## src/wpso_pkg.sv

```systemverilog
// Constants and carrier types for the path status overhead block
// Contract
// - Rx and tx modes independent, enhanced after reset
// - Upper nibble carries remote error count 0-8
// - Single mode bit 5; enhanced bits 5-7
// - 000/011 no defect; 100/111 one-bit defect
// - Enhanced codes 001,010,110,101 with priorities
// - Connectivity code on unequipped or trace mismatch
// - Trace mismatch only forced by management
// - Single mode: ten frames set, ten clear
// - Remote defect pending, live copy, masks A/B
// - Enhanced mode: any defect code ten frames
// - Code 010 latches status and pending bit
// - Code 101 latches status and pending bit
// - Code 110 pending, live, remote-defect masks
// - Programmable user channel octet, default zero
// - Programmable multiframe octet, default zero
// - Two programmable growth octets, default zero
// - Programmable tandem octet, default zero
// - Delineation loss latches status and pending bit
// - Back-report delineation loss after over 3 ms
// - After reset back-report until delineation valid
// - Remove back-report after 1 ms absence
// - Remote error count taken from parity FIFO
// - Unequipped after five frames of zero label
package wpso_pkg;
  // ************************************************************
  // Octet layout and codes
  // ************************************************************
  localparam int unsigned G1_REI_LSB = 4;
  localparam int unsigned G1_RDI_BIT = 3;
  localparam logic [2:0] CODE_NONE_A = 3'h0;
  localparam logic [2:0] CODE_NONE_B = 3'h3;
  localparam logic [2:0] CODE_ONE_A = 3'h4;
  localparam logic [2:0] CODE_ONE_B = 3'h7;
  localparam logic [2:0] CODE_E_NONE = 3'h1;
  localparam logic [2:0] CODE_E_PAYLOAD = 3'h2;
  localparam logic [2:0] CODE_E_CONNECT = 3'h6;
  localparam logic [2:0] CODE_E_SERVER = 3'h5;
  localparam logic [7:0] LABEL_UNEQUIPPED = 8'h00;
  localparam logic [7:0] OCTET_DEFAULT = 8'h00;
  localparam logic [3:0] REI_MAX = 4'h8;
  // ************************************************************
  // Persistence and timing
  // ************************************************************
  localparam int unsigned DEFECT_FRAMES = 10;
  localparam int unsigned UNEQ_FRAMES = 5;
  localparam int unsigned CLK_HZ = 50000000;
  localparam int unsigned SET_TIME_US = 3000;
  localparam int unsigned CLR_TIME_US = 1000;
  // More than 3 ms: one cycle beyond the exact 3 ms count
  localparam int unsigned SET_CYCLES = (SET_TIME_US * (CLK_HZ / 1000000)) + 1;
  localparam int unsigned CLR_CYCLES = CLR_TIME_US * (CLK_HZ / 1000000);
  localparam int unsigned FIFO_DEPTH = 16;

  typedef struct packed {
    logic [7:0] user_channel;
    logic [7:0] multiframe;
    logic [7:0] growth_first;
    logic [7:0] growth_second;
    logic [7:0] tandem;
  } wpso_octets_t;

  typedef struct packed {
    logic far_defect;
    logic far_label_or_delin;
    logic far_alarm_or_ptr;
    logic far_unequipped;
    logic delin_loss;
  } wpso_events_t;
endpackage

```

## src/wpso_top.sv

```systemverilog
// Path status octet handling, error-count FIFO and delineation tracking
// ************************************************************
// Small FIFO carrying remote error counts
// ************************************************************
module wpso_fifo #(
  parameter int unsigned WIDTH = 4,
  parameter int unsigned DEPTH = 16
) (
  input wire logic clk,
  input wire logic reset_n,
  input wire logic in_valid,
  output logic in_ready,
  input wire logic [WIDTH-1:0] in_data,
  output logic out_valid,
  input wire logic out_ready,
  output logic [WIDTH-1:0] out_data
);
  localparam int unsigned AW = $clog2(DEPTH);
  logic [WIDTH-1:0] mem [DEPTH];
  logic [AW-1:0] wr_q;
  logic [AW-1:0] rd_q;
  logic [AW:0] cnt_q;
  logic ready_q;
  wire do_wr = in_valid && in_ready;
  wire do_rd = out_valid && out_ready;
  wire [AW:0] cnt_d = cnt_q + (AW+1)'(do_wr) - (AW+1)'(do_rd);
  // Registered from the next count: same timing as a compare, but a flop output
  assign in_ready = ready_q;
  assign out_valid = cnt_q != '0;
  assign out_data = mem[rd_q];
  always_ff @(posedge clk) begin
    if (do_wr) begin
      mem[wr_q] <= in_data;
    end
  end
  always_ff @(posedge clk or negedge reset_n) begin
    if (!reset_n) begin
      wr_q <= '0;
      rd_q <= '0;
      cnt_q <= '0;
      ready_q <= 1'b1;
    end else begin
      if (do_wr) wr_q <= (wr_q == AW'(DEPTH - 1)) ? '0 : wr_q + 1'b1;
      if (do_rd) rd_q <= (rd_q == AW'(DEPTH - 1)) ? '0 : rd_q + 1'b1;
      cnt_q <= cnt_d;
      ready_q <= cnt_d < (AW+1)'(DEPTH);
    end
  end
endmodule // wpso_fifo

// ************************************************************
// Top level
// ************************************************************
module wpso_top #(
  parameter int unsigned SET_CYCLES = wpso_pkg::SET_CYCLES,
  parameter int unsigned CLR_CYCLES = wpso_pkg::CLR_CYCLES
) (
  input wire logic CLK,
  input wire logic RESET_N,
  input wire logic RX_ENHANCED_DEFECT_SELECT,
  input wire logic TX_ENHANCED_DEFECT_SELECT,
  input wire logic RX_FRAME,
  input wire logic [7:0] RX_STATUS_OCTET,
  input wire logic [7:0] RX_PAYLOAD_LABEL,
  input wire logic [3:0] RX_PARITY_ERRORS,
  output logic RX_PARITY_READY,
  input wire logic TX_FRAME,
  output logic [7:0] TX_STATUS_OCTET,
  input wire wpso_pkg::wpso_octets_t TX_OCTETS_IN,
  output wpso_pkg::wpso_octets_t TX_OCTETS,
  input wire logic FORCE_TRACE_MISMATCH,
  input wire logic NEAR_SERVER_DEFECT,
  input wire logic NEAR_PAYLOAD_DEFECT,
  input wire logic PCS_DELIN_LOSS,
  input wire wpso_pkg::wpso_events_t PENDING_READ,
  input wire wpso_pkg::wpso_events_t IRQ_A_ENABLE,
  input wire wpso_pkg::wpso_events_t IRQ_B_ENABLE,
  output wpso_pkg::wpso_events_t PENDING,
  output wpso_pkg::wpso_events_t LATCHED,
  output logic FAR_DEFECT_LIVE,
  output logic FAR_UNEQUIPPED_LIVE,
  output logic DELIN_BACK_REPORT,
  output logic IRQ_OUT_A,
  output logic IRQ_OUT_B
);
  localparam int unsigned TW = $clog2(SET_CYCLES + 1);

  // ************************************************************
  // Pin synchroniser for the PCS delineation alarm
  // ************************************************************
  logic [2:0] delin_sync_q;
  logic delin_loss_q;
  always_ff @(posedge CLK or negedge RESET_N) begin
    if (!RESET_N) begin
      delin_sync_q <= 3'h7;
      delin_loss_q <= 1'b1;
    end else begin
      delin_sync_q <= {delin_sync_q[1:0], PCS_DELIN_LOSS};
      if (delin_sync_q[1] == delin_sync_q[2]) delin_loss_q <= delin_sync_q[2];
    end
  end

  // ************************************************************
  // Receive decode
  // ************************************************************
  wire [2:0] rx_code = RX_STATUS_OCTET[wpso_pkg::G1_RDI_BIT -: 3];
  // Bit 8 of the octet never enters the decode
  wire rx_one_bit = (rx_code == wpso_pkg::CODE_ONE_A) || (rx_code == wpso_pkg::CODE_ONE_B);
  wire rx_payload = rx_code == wpso_pkg::CODE_E_PAYLOAD;
  wire rx_server = rx_code == wpso_pkg::CODE_E_SERVER;
  wire rx_connect = rx_code == wpso_pkg::CODE_E_CONNECT;
  wire rx_ind = RX_ENHANCED_DEFECT_SELECT ? (rx_payload | rx_server | rx_connect)
                                          : rx_one_bit;

  logic [3:0] on_cnt_q;
  logic [3:0] off_cnt_q;
  logic far_def_q;
  logic [2:0] uneq_cnt_q;
  logic uneq_q;
  always_ff @(posedge CLK or negedge RESET_N) begin
    if (!RESET_N) begin
      on_cnt_q <= '0;
      off_cnt_q <= '0;
      far_def_q <= 1'b0;
    end else if (RX_FRAME) begin
      on_cnt_q <= rx_ind ? ((on_cnt_q == 4'(wpso_pkg::DEFECT_FRAMES)) ? on_cnt_q
                                                                       : on_cnt_q + 1'b1) : '0;
      off_cnt_q <= !rx_ind ? ((off_cnt_q == 4'(wpso_pkg::DEFECT_FRAMES)) ? off_cnt_q
                                                                         : off_cnt_q + 1'b1) : '0;
      if (rx_ind && on_cnt_q == 4'(wpso_pkg::DEFECT_FRAMES - 1)) far_def_q <= 1'b1;
      if (!rx_ind && off_cnt_q == 4'(wpso_pkg::DEFECT_FRAMES - 1)) far_def_q <= 1'b0;
    end
  end

  // Unequipped label acceptance
  always_ff @(posedge CLK or negedge RESET_N) begin
    if (!RESET_N) begin
      uneq_cnt_q <= '0;
      uneq_q <= 1'b0;
    end else if (RX_FRAME) begin
      if (RX_PAYLOAD_LABEL == wpso_pkg::LABEL_UNEQUIPPED) begin
        if (uneq_cnt_q != 3'(wpso_pkg::UNEQ_FRAMES)) uneq_cnt_q <= uneq_cnt_q + 1'b1;
        if (uneq_cnt_q >= 3'(wpso_pkg::UNEQ_FRAMES - 1)) uneq_q <= 1'b1;
      end else begin
        uneq_cnt_q <= '0;
        uneq_q <= 1'b0;
      end
    end
  end

  // ************************************************************
  // Delineation persistence timers
  // ************************************************************
  logic [TW-1:0] dl_cnt_q;
  logic back_rep_q;
  always_ff @(posedge CLK or negedge RESET_N) begin
    if (!RESET_N) begin
      dl_cnt_q <= '0;
      back_rep_q <= 1'b1;
    end else if (delin_loss_q == back_rep_q) begin
      dl_cnt_q <= '0;
    end else if (!back_rep_q && dl_cnt_q == TW'(SET_CYCLES - 1)) begin
      back_rep_q <= 1'b1;
      dl_cnt_q <= '0;
    end else if (back_rep_q && dl_cnt_q == TW'(CLR_CYCLES - 1)) begin
      back_rep_q <= 1'b0;
      dl_cnt_q <= '0;
    end else begin
      dl_cnt_q <= dl_cnt_q + 1'b1;
    end
  end

  // ************************************************************
  // Events, pending bits and interrupts
  // ************************************************************
  logic far_def_d1_q;
  logic delin_d1_q;
  wpso_pkg::wpso_events_t ev;
  assign ev.far_defect = far_def_q && !far_def_d1_q;
  assign ev.far_label_or_delin = RX_FRAME && RX_ENHANCED_DEFECT_SELECT && rx_payload;
  assign ev.far_alarm_or_ptr = RX_FRAME && RX_ENHANCED_DEFECT_SELECT && rx_server;
  assign ev.far_unequipped = RX_FRAME && RX_ENHANCED_DEFECT_SELECT && rx_connect;
  assign ev.delin_loss = delin_loss_q && !delin_d1_q;
  wire [4:0] pend_d = ev | (PENDING & ~PENDING_READ); // Set beats read-clear
  wire [4:0] latch_d = ev | (LATCHED & ~PENDING_READ) | {4'h0, delin_loss_q};
  // Unequipped shares the remote-defect masks
  wire [4:0] mask_a = {IRQ_A_ENABLE[4:2], IRQ_A_ENABLE[4], IRQ_A_ENABLE[0]};
  wire [4:0] mask_b = {IRQ_B_ENABLE[4:2], IRQ_B_ENABLE[4], IRQ_B_ENABLE[0]};

  always_ff @(posedge CLK or negedge RESET_N) begin
    if (!RESET_N) begin
      far_def_d1_q <= 1'b0;
      delin_d1_q <= 1'b1;
      PENDING <= '0;
      LATCHED <= '0;
      FAR_DEFECT_LIVE <= 1'b0;
      FAR_UNEQUIPPED_LIVE <= 1'b0;
      IRQ_OUT_A <= 1'b0;
      IRQ_OUT_B <= 1'b0;
    end else begin
      far_def_d1_q <= far_def_q;
      delin_d1_q <= delin_loss_q;
      PENDING <= pend_d;
      LATCHED <= latch_d;
      FAR_DEFECT_LIVE <= far_def_q;
      if (RX_FRAME && RX_ENHANCED_DEFECT_SELECT) FAR_UNEQUIPPED_LIVE <= rx_connect;
      IRQ_OUT_A <= |(pend_d & mask_a);
      IRQ_OUT_B <= |(pend_d & mask_b);
    end
  end

  // ************************************************************
  // Transmit status octet and programmable octets
  // ************************************************************
  logic [3:0] rei_fifo;
  logic rei_valid;
  wpso_fifo #(.WIDTH(4), .DEPTH(wpso_pkg::FIFO_DEPTH)) u_fifo (
    .clk(CLK),
    .reset_n(RESET_N),
    .in_valid(RX_FRAME),
    .in_ready(RX_PARITY_READY),
    .in_data(RX_PARITY_ERRORS > wpso_pkg::REI_MAX ? wpso_pkg::REI_MAX : RX_PARITY_ERRORS),
    .out_valid(rei_valid),
    .out_ready(TX_FRAME),
    .out_data(rei_fifo)
  );
  // Empty FIFO sends zero: rate slip is not an error
  wire [3:0] rei = rei_valid ? rei_fifo : 4'h0;
  wire connect_near = uneq_q || FORCE_TRACE_MISMATCH;
  wire [2:0] e_code = NEAR_SERVER_DEFECT ? wpso_pkg::CODE_E_SERVER
                    : connect_near ? wpso_pkg::CODE_E_CONNECT
                    : NEAR_PAYLOAD_DEFECT ? wpso_pkg::CODE_E_PAYLOAD
                    : wpso_pkg::CODE_E_NONE;
  wire one_near = NEAR_SERVER_DEFECT;
  wire [2:0] tx_code = TX_ENHANCED_DEFECT_SELECT ? e_code : {one_near, 2'b00};

  always_ff @(posedge CLK or negedge RESET_N) begin
    if (!RESET_N) begin
      TX_STATUS_OCTET <= 8'h00;
      TX_OCTETS <= {5{wpso_pkg::OCTET_DEFAULT}};
    end else if (TX_FRAME) begin
      TX_STATUS_OCTET <= {rei, tx_code, 1'b0};
      TX_OCTETS <= TX_OCTETS_IN;
    end
  end

  // ************************************************************
  // Assertions
  // ************************************************************
  a_back_report_reset: assert property (@(posedge CLK) disable iff (!RESET_N)
    $rose(RESET_N) |-> DELIN_BACK_REPORT) else $error("back report low after reset");
  a_rei_range: assert property (@(posedge CLK) disable iff (!RESET_N)
    TX_STATUS_OCTET[7:4] <= wpso_pkg::REI_MAX) else $error("rei above eight");
  a_single_zero: assert property (@(posedge CLK) disable iff (!RESET_N)
    TX_FRAME && !TX_ENHANCED_DEFECT_SELECT |=> TX_STATUS_OCTET[2:1] == 2'b00)
    else $error("bits six seven set");
  a_server_prio: assert property (@(posedge CLK) disable iff (!RESET_N)
    TX_FRAME && TX_ENHANCED_DEFECT_SELECT && NEAR_SERVER_DEFECT
    |=> TX_STATUS_OCTET[3:1] == wpso_pkg::CODE_E_SERVER) else $error("server not first");
  a_forced_tim: assert property (@(posedge CLK) disable iff (!RESET_N)
    TX_FRAME && TX_ENHANCED_DEFECT_SELECT && FORCE_TRACE_MISMATCH && !NEAR_SERVER_DEFECT
    |=> TX_STATUS_OCTET[3:1] == wpso_pkg::CODE_E_CONNECT) else $error("forced tim lost");
  a_pending_hold: assert property (@(posedge CLK) disable iff (!RESET_N)
    PENDING.delin_loss && !PENDING_READ.delin_loss |=> PENDING.delin_loss)
    else $error("pending dropped unread");
  a_far_live: assert property (@(posedge CLK) disable iff (!RESET_N)
    $rose(far_def_q) |=> FAR_DEFECT_LIVE ##1 PENDING.far_defect)
    else $error("far defect not reported");
  a_server_latch: assert property (@(posedge CLK) disable iff (!RESET_N)
    ev.far_alarm_or_ptr |=> LATCHED.far_alarm_or_ptr && PENDING.far_alarm_or_ptr)
    else $error("server code not latched");
  a_payload_latch: assert property (@(posedge CLK) disable iff (!RESET_N)
    ev.far_label_or_delin |=> LATCHED.far_label_or_delin)
    else $error("payload code not latched");
  a_user_octet: assert property (@(posedge CLK) disable iff (!RESET_N)
    TX_FRAME |=> TX_OCTETS == $past(TX_OCTETS_IN)) else $error("octet not inserted");
  c_far_defect: cover property (@(posedge CLK) disable iff (!RESET_N) $rose(FAR_DEFECT_LIVE));
  c_back_clear: cover property (@(posedge CLK) disable iff (!RESET_N) $fell(DELIN_BACK_REPORT));
  c_unequipped: cover property (@(posedge CLK) disable iff (!RESET_N) $rose(uneq_q));
  c_irq_a: cover property (@(posedge CLK) disable iff (!RESET_N) $rose(IRQ_OUT_A));

  always_ff @(posedge CLK or negedge RESET_N) begin
    if (!RESET_N) begin
      DELIN_BACK_REPORT <= 1'b1;
    end else begin
      DELIN_BACK_REPORT <= back_rep_q;
    end
  end
endmodule // wpso_top

```

## config.mk

```make
export PLATFORM = sky130hd
export DESIGN_NAME = wpso_top
export DESIGN_NICKNAME = d
export VERILOG_FILES = /design/src/wpso_pkg.sv /design/src/wpso_top.sv
export SDC_FILE = /design/constraint.sdc
export NUM_CORES = 1
export LEC_CHECK = 0
export BUFFER_PORTS_ARGS = -buffer_cell sky130_fd_sc_hd__buf_2
export CELL_PAD_IN_SITES_DETAIL_PLACEMENT = 0
export CELL_PAD_IN_SITES_GLOBAL_PLACEMENT = 1
export CORE_MARGIN = 4
export CORE_UTILIZATION = 48
export DETAILED_ROUTE_END_ITERATION = 10
export PLACE_DENSITY_LB_ADDON = 0.1
export REMOVE_ABC_BUFFERS = 1
export SYNTH_ARGS = -nofsm -noshare
export SYNTH_HDL_FRONTEND = slang
export SYNTH_SLANG_ARGS = --single-unit
```

## constraint.sdc

```tcl
create_clock -name CLK -period 6 [get_ports CLK]
set_clock_uncertainty 0.05 [all_clocks]
set_input_delay 0.6 -clock CLK [delete_from_list [all_inputs] [get_ports CLK]]
set_output_delay 0.6 -clock CLK [all_outputs]
set_load 0.1 [all_outputs]
```

==> impl_metrics.toml, run 1 <==
[finish]
drive_gt1_share_pct = 31.7
layout.nets = 827
stdcell_count = 949
diodes = 0
final_area_um2 = 9150
postLayoutCoreUtil_pct = 57.8
fill_cells = 1280
area_growth_pct = 18.4

[drt]
drtAntennaViolNets = 0
drc = 0
viasPerCell = 5.28
routed_wl_mm = 15.6
firstDrtPassIters = 4
wl_per_cell_um = 16.4
vias = 5009
drt_iter0_drc = 283

[placement]
place.detailed.hpwl_mm = 10.9
place_area_um2 = 8580
routabilityCongestion = 0.770
numPortBuffers = 140
numPlacedInstances = 917

[timing]
hold_viol_final = 0
tightest_slew_ns = 1.29
fin_crit_sh_pct = 54.0
period_needed_ns = 3.24
drv_slew = 0
setup_viol = 0
fmax_ghz = 0.308
slew_headroom_pct = 13.9
rsz0062_at_grt = "false"
final.setup.tns_ns = 0

[clocking]
cts_resized = 0
cts-buffers-inserted = 17
clock_sinks = 177
clock_latency_ns = 0.43
cts_tree = "yes"
post_cts_buffers = 0
cts-root-buf = "clkbuf_16"
cts-hold-fix-buffers = 0
cts.path.max_buffers = 2
cts_htree_levels = 4
clk_pin_slew_ns = 0.06

[synth]
yosysUniqueCellTypes = 65
synth_edf_count = 64
yosys_warnings = 0
netlist_area_um2 = 7720
synth_top_flop_cell = "dfrtp_1"
ys_ff_latch = 177
synthArstFlopShare_pct = 63.8
synthCells = 583
ys_seq_area_share_pct = 61.6
avgSynthCellArea_um2 = 13.3

[floorplanning]
num_io_pins = 149
die_y_um = 135
initial_utilization_pct = 48.8
dieArea_um2 = 18200
rows = 46
die_w_um = 135
core_um2 = 15800

[hold_path]
min_path_type = "input pin to async pin"

[pwr]
pwr-share-comb_pct = 29.9
p_int_uw = 2350
power_frac_clock_pct = 29.0
switching_power_uw = 1340
power_density_nw_per_um2 = 403
seqPwrFrac_pct = 41.1
p_leak_uw = 0.00394
swShare_pct = 36.3
vdd_drop_max_mv = 0.223

[setup_path]
path_class = "flop to flop"
end_kind = "flop"
required_ns = 6.26
arrival_ns = 3.50
startpoint_type = "flop"
worstPathMaxFanout = 8

[run]
drv_cap = 0

[outcome]
status = "complete, no violations"

[global_route]
antenna_found_initial = 0
grt_overflow_total = 0
grt_max_degree = 84
grt_util_all_layers_pct = 17.5
grt_pass1_vias = 5079
grt_first_pass_wirelength_mm = 25.1
power by group through the flow:
stage / Clock (µW) / Sequential (µW) / Combinational (µW)
finish: 1070 / 1510 / 1100
global route: 1150 / 1530 / 1190
CTS: 1100 / 1510 / 1110
detailed placement: 0 / 1530 / 1110
global placement: 0 / 1530 / 1090
floorplan: 0 / 1930 / 433
synth_stat cells, drive strengths merged, types with 4 or more instances:
cell type  count  area (µm²)
dfrtp        105        2630
edfxtp        64        1920
inv           41         154
mux2          40         450
nand2         28         105
mux2i         24         240
ha            21         263
o21ai         19        95.1
o22ai         19         119
nor3          17        85.1
and2          15        95.1
nand3         15        75.1
xor2          15         131
clkbuf        14        52.6
buf           11        88.8
a21oi         10        53.8
and3           9        56.3
a211oi         8        60.1
dfstp          8         210
nor2           8        30.0
o31ai          8        60.1
nand2b         7        43.8
nor2b          6        37.5
or4            6        48.8
nand4          5        31.3
xnor2          5        43.8
a221oi         4        35.0
mux4           4        90.1
nand3b         4        30.0
placed cells by master, fill, tap and decap left out, drive strengths merged, types with 3 or more instances in the layout:
cell      Yosys  routed
xnor2         5       5
buf          11     143
mux2i        24      24
nand2        28      28
a211oi        8       8
mux2         40      40
a21o          3       3
and4          3       3
o31ai         8       8
nor3b         3       3
edfxtp       64      64
nand4         5       5
clkinvlp      0       4
and2         15      15
ha           21      21
dfrtp       105     105
nor2b         6       6
o21ai        19      19
nor3         17      17
inv          41      43
clkinv        0       5
clkbuf       14      19
mux4          4       4
a21oi        10      10
nand3b        4       4
and3          9       9
a221oi        4       4
nand3        15      15
xor2         15      15
nor2          8       8
or4           6       6
o22ai        19      19
dfstp         8       8
nand2b        7       7
o221ai        3       3
critical path, cell delays in order (launching register included):
cell	delay, ns
dfrtp_1	0.39
inv_1	0.08
ha_1	0.14
or4b_2	0.62
nand2_1	0.27
inv_1	0.13
ha_1	0.29
inv_1	0.04
ha_1	0.20
fa_1	0.41
a21oi_1	0.15
o21bai_1	0.09
xor2_1	0.20
inv_1	0.06
metal layers:
| layer | part of all wire (%) | GRT usage (%) | vias up |
|---|---|---|---|
| met3 | 4.7 | 4.25 | 26 |
| met2 | 50 | 28.5 | 126 |
| met5 | 0 | 0 | - |
| met1 | 44 | 23.0 | 2447 |
| li1 | - | - | 2410 |
| met4 | 1.8 | 6.67 | 0 |
through the flow:
stage / total power [µW] / setup WS (ns) / hold WS (ns)
final: 3680 / 2.76 / 0.0439
after floorplan: 2360 / 3.09 / 0.254
after detailed placement: 2640 / 2.46 / 0.297
after global routing: 3880 / 2.58 / 0.0633
after CTS: 3720 / 2.74 / 0.0439
after global placement: 2620 / 2.55 / 0.297
kinds of logic (layout without fill, tap and decap cells):
logic type | after synthesis | after routing | synth area share, %
flip-flops | 177 | 177 | 61.6
multiplexers | 68 | 68 | 10.1
other | 1 | 1 | 0.0485
AND/OR/NAND/NOR | 139 | 139 | 10.6
buffers and inverters | 66 | 216 | 3.82
AO/OA/AOI/OAI | 89 | 89 | 7.76
adder cells (fa/ha/maj) | 23 | 23 | 3.79
XOR/XNOR | 20 | 20 | 2.27
final timing paths:
path | to | slack (ns) | startpoint | cells past startpoint
setup / recovery | u_fifo.cnt_q[4] | 2.76 | u_fifo.cnt_q[3] | 13
hold / removal | TX_STATUS_OCTET[5] | 0.04 | RESET_N | 1
setup reg to reg | u_fifo.cnt_q[4] | 2.76 | u_fifo.cnt_q[3] | 13
hold reg to reg | delin_sync_q[1] | 0.30 | delin_sync_q[0] | 0
max in group asynchronous | dl_cnt_q[10] | 4.49 | RESET_N | 2
min in group CLK | delin_sync_q[0] | 0.22 | PCS_DELIN_LOSS | 1
state kept, by name (all words and copies together), names as in the netlist, 5 cells and up:
| register | flops |
|---|---|
| LATCHED | 5 |
| PENDING | 5 |
| TX_OCTETS | 40 |
| TX_STATUS_OCTET | 7 |
| dl_cnt_q | 18 |
| u_fifo.cnt_q | 5 |
| u_fifo.mem | 64 |
layout make-up:
| type | count | area [µm²] | share of cell area, % |
|---|---|---|---|
| multi-input cells | 340 | 2670 | 29.2 |
| clock buffers | 19 | 433 | 4.73 |
| flip-flops and latches | 177 | 4760 | 52.0 |
| well taps | 216 | 270 | 2.95 |
| repair buffers | 143 | 726 | 7.93 |
| inverters | 41 | 154 | 1.68 |
| clock inverters | 13 | 135 | 1.48 |
(Power assumes the default switching activity.)
==> inputs of run 2 (changes only) <==
--- a/config.mk
+++ b/config.mk
@@ -9,7 +9,7 @@
 export CELL_PAD_IN_SITES_DETAIL_PLACEMENT = 0
 export CELL_PAD_IN_SITES_GLOBAL_PLACEMENT = 1
 export CORE_MARGIN = 4
-export CORE_UTILIZATION = 48
+export CORE_UTILIZATION = 45
 export DETAILED_ROUTE_END_ITERATION = 10
 export PLACE_DENSITY_LB_ADDON = 0.1
 export REMOVE_ABC_BUFFERS = 1
==> constraint.sdc (replaced) <==
create_clock -name CLK -period 3.1 [get_ports CLK]
set_clock_uncertainty 0.05 [all_clocks]
set_input_delay 0.31 -clock CLK [delete_from_list [all_inputs] [get_ports CLK]]
set_output_delay 0.31 -clock CLK [all_outputs]
set_load 0.1 [all_outputs]
==> run 2 against run 1 <==
Critical path depth unchanged. Via count about the same. Flip-flop and latch count unchanged. Register-to-register slack worse by 2.5 ns. Routed wire length up 4.4%.
==> impl_metrics.toml, run 2 (synthesis gave the netlist of run 1 again) <==
[outcome]
status = "complete, no violations"

[floorplanning]
die_w_um = 139
dieArea_um2 = 19300
rows = 47
core_um2 = 16700
die_y_um = 139
initial_utilization_pct = 46.3
num_io_pins = 149

[setup_path]
reg2reg_slack_ns = 0.26
required_ns = 3.35
startpoint_type = "flop"
end_kind = "flop"
worstPathMaxFanout = 3
path_class = "flop to flop"
arrival_ns = 3.09

[pwr]
seqPwrFrac_pct = 41.8
vdd_drop_max_mv = 0.515
p_leak_uw = 0.00400
power_frac_clock_pct = 27.8
power.total_uw = 7110
pwr-share-comb_pct = 30.3
power_density_nw_per_um2 = 767
p_int_uw = 4490
swShare_pct = 36.8
switching_power_uw = 2620

[hold_path]
min_path_type = "input pin to flop"

[finish]
final_area_um2 = 9270
top_regs = "u_fifo.mem (64), TX_OCTETS (40), dl_cnt_q (18)"
largest-register = "u_fifo.mem"
layout.nets = 841
final_common_cell = "buf_2"
final_cell_mix = "buf_2, dfrtp_1, edfxtp_1"
fill_cells = 1427
drive_gt1_share_pct = 33.2
largest_register_ff_count = 64
diodes = 0
area_growth_pct = 19.9

[placement]
place_area_um2 = 8690
numPortBuffers = 140
place.detailed.hpwl_mm = 11.8
routabilityCongestion = 0.780

[global_route]
grt_max_degree = 51
grt_pass1_vias = 5201
grt_overflow_total = 0
grt_first_pass_wirelength_mm = 26.9
grt_util_all_layers_pct = 17.3
antenna_found_initial = 0

[timing]
final.setup.tns_ns = 0
hold_viol_final = 0
tightest_slew_ns = 0.647
fmax_ghz = 0.352
fin_crit_sh_pct = 91.6
period_needed_ns = 2.84
rsz0062_at_grt = "false"
setup_viol = 0
slew_headroom_pct = 56.9
drv_slew = 0

[clocking]
cts-buffers-inserted = 17
clock_sinks = 177
cts_htree_levels = 4
clock_latency_ns = 0.42
cts_tree = "yes"
cts.path.max_buffers = 2
clk_pin_slew_ns = 0.07
cts-root-buf = "clkbuf_16"

[drt]
routed_wl_mm = 16.2
drc = 0
viasPerCell = 5.18
drtAntennaViolNets = 0
wl_per_cell_um = 16.8
vias = 5005
drt_iter0_drc = 318
firstDrtPassIters = 5

[run]
drv_cap = 0
==> run 2: cell types whose count changed in the layout (fill, tap and decap cells not counted), sizes merged <==
cell / delta
buf: +12
clkinvlp: +2
dlygate4sd3: +2
bufinv: -1
clkbuf: -1
==> run 2: worst paths after layout <==
path	cells past startpoint	from	to
worst max-delay path	13	u_fifo.cnt_q[3]	u_fifo.cnt_q[4]
worst min-delay path	2	PENDING_READ[4]	LATCHED[4]
worst max register to register	13	u_fifo.cnt_q[3]	u_fifo.cnt_q[4]
worst min register to register	0	delin_sync_q[0]	delin_sync_q[1]
max in group asynchronous	3	RESET_N	TX_OCTETS[1]
min in group asynchronous	2	RESET_N	u_fifo.wr_q[3]
==> run 2: repair_timing <==
action,CTS,global route
setup endpoints to repair,0,2
gates resized for setup,0,4
hold buffers,2,0
endpoints found under the hold margin,29,0
setup buffers,0,0
==> run 2: cell type report <==
cell class	count	area, µm²	area share (%)
inverters	41	154	1.66
flip-flops and latches	177	4760	51.4
clock buffers	18	429	4.63
clock inverters	14	116	1.26
repair buffers	157	848	9.16
multi-input cells	340	2680	29.0
well taps	220	275	2.97
==> run 2: routing by layer <==
layer | track usage, % | share of wire [%] | up-vias
met2 | 29.3 | 52 | 94
met1 | 22.4 | 43 | 2469
met3 | 3.69 | 3.8 | 13
met5 | 0 | 0 | -
li1 | - | - | 2429
met4 | 5.41 | 1.1 | 0
==> run 2: critical path, stage by stage, from the launching register on <==
cell      delay (ns)
dfrtp_1         0.40
inv_1           0.08
ha_1            0.13
or4b_4          0.46
nand2_2         0.09
inv_1           0.06
ha_1            0.28
inv_1           0.04
ha_1            0.21
fa_2            0.37
a21oi_2         0.14
o21bai_1        0.09
xor2_1          0.25
inv_1           0.06
==> run 2: power by group through the flow <==
stage,registers (µW),logic [µW],clock network [µW]
after global placement,3010,2090,0
after floorplan,3740,838,0
after detailed placement,3020,2150,0
after CTS,2980,2150,2020
final,2970,2160,1980
after global routing,3020,2320,2150
==> run 2: per-stage QoR <==
stage	setup slack [ns]	cells	utilization, %	hold slack, ns
6_report	0.260	967	55.5	0.0428
5_1_grt	0.0726	967	55.5	0.0296
4_1_cts	0.0119	967	55.4	0.0245
3_5_place_dp	0.0550	933	52.0	0.280
3_3_place_gp	0.197	933	52.0	0.276
2_1_floorplan	0.189	558	-	-0.0356
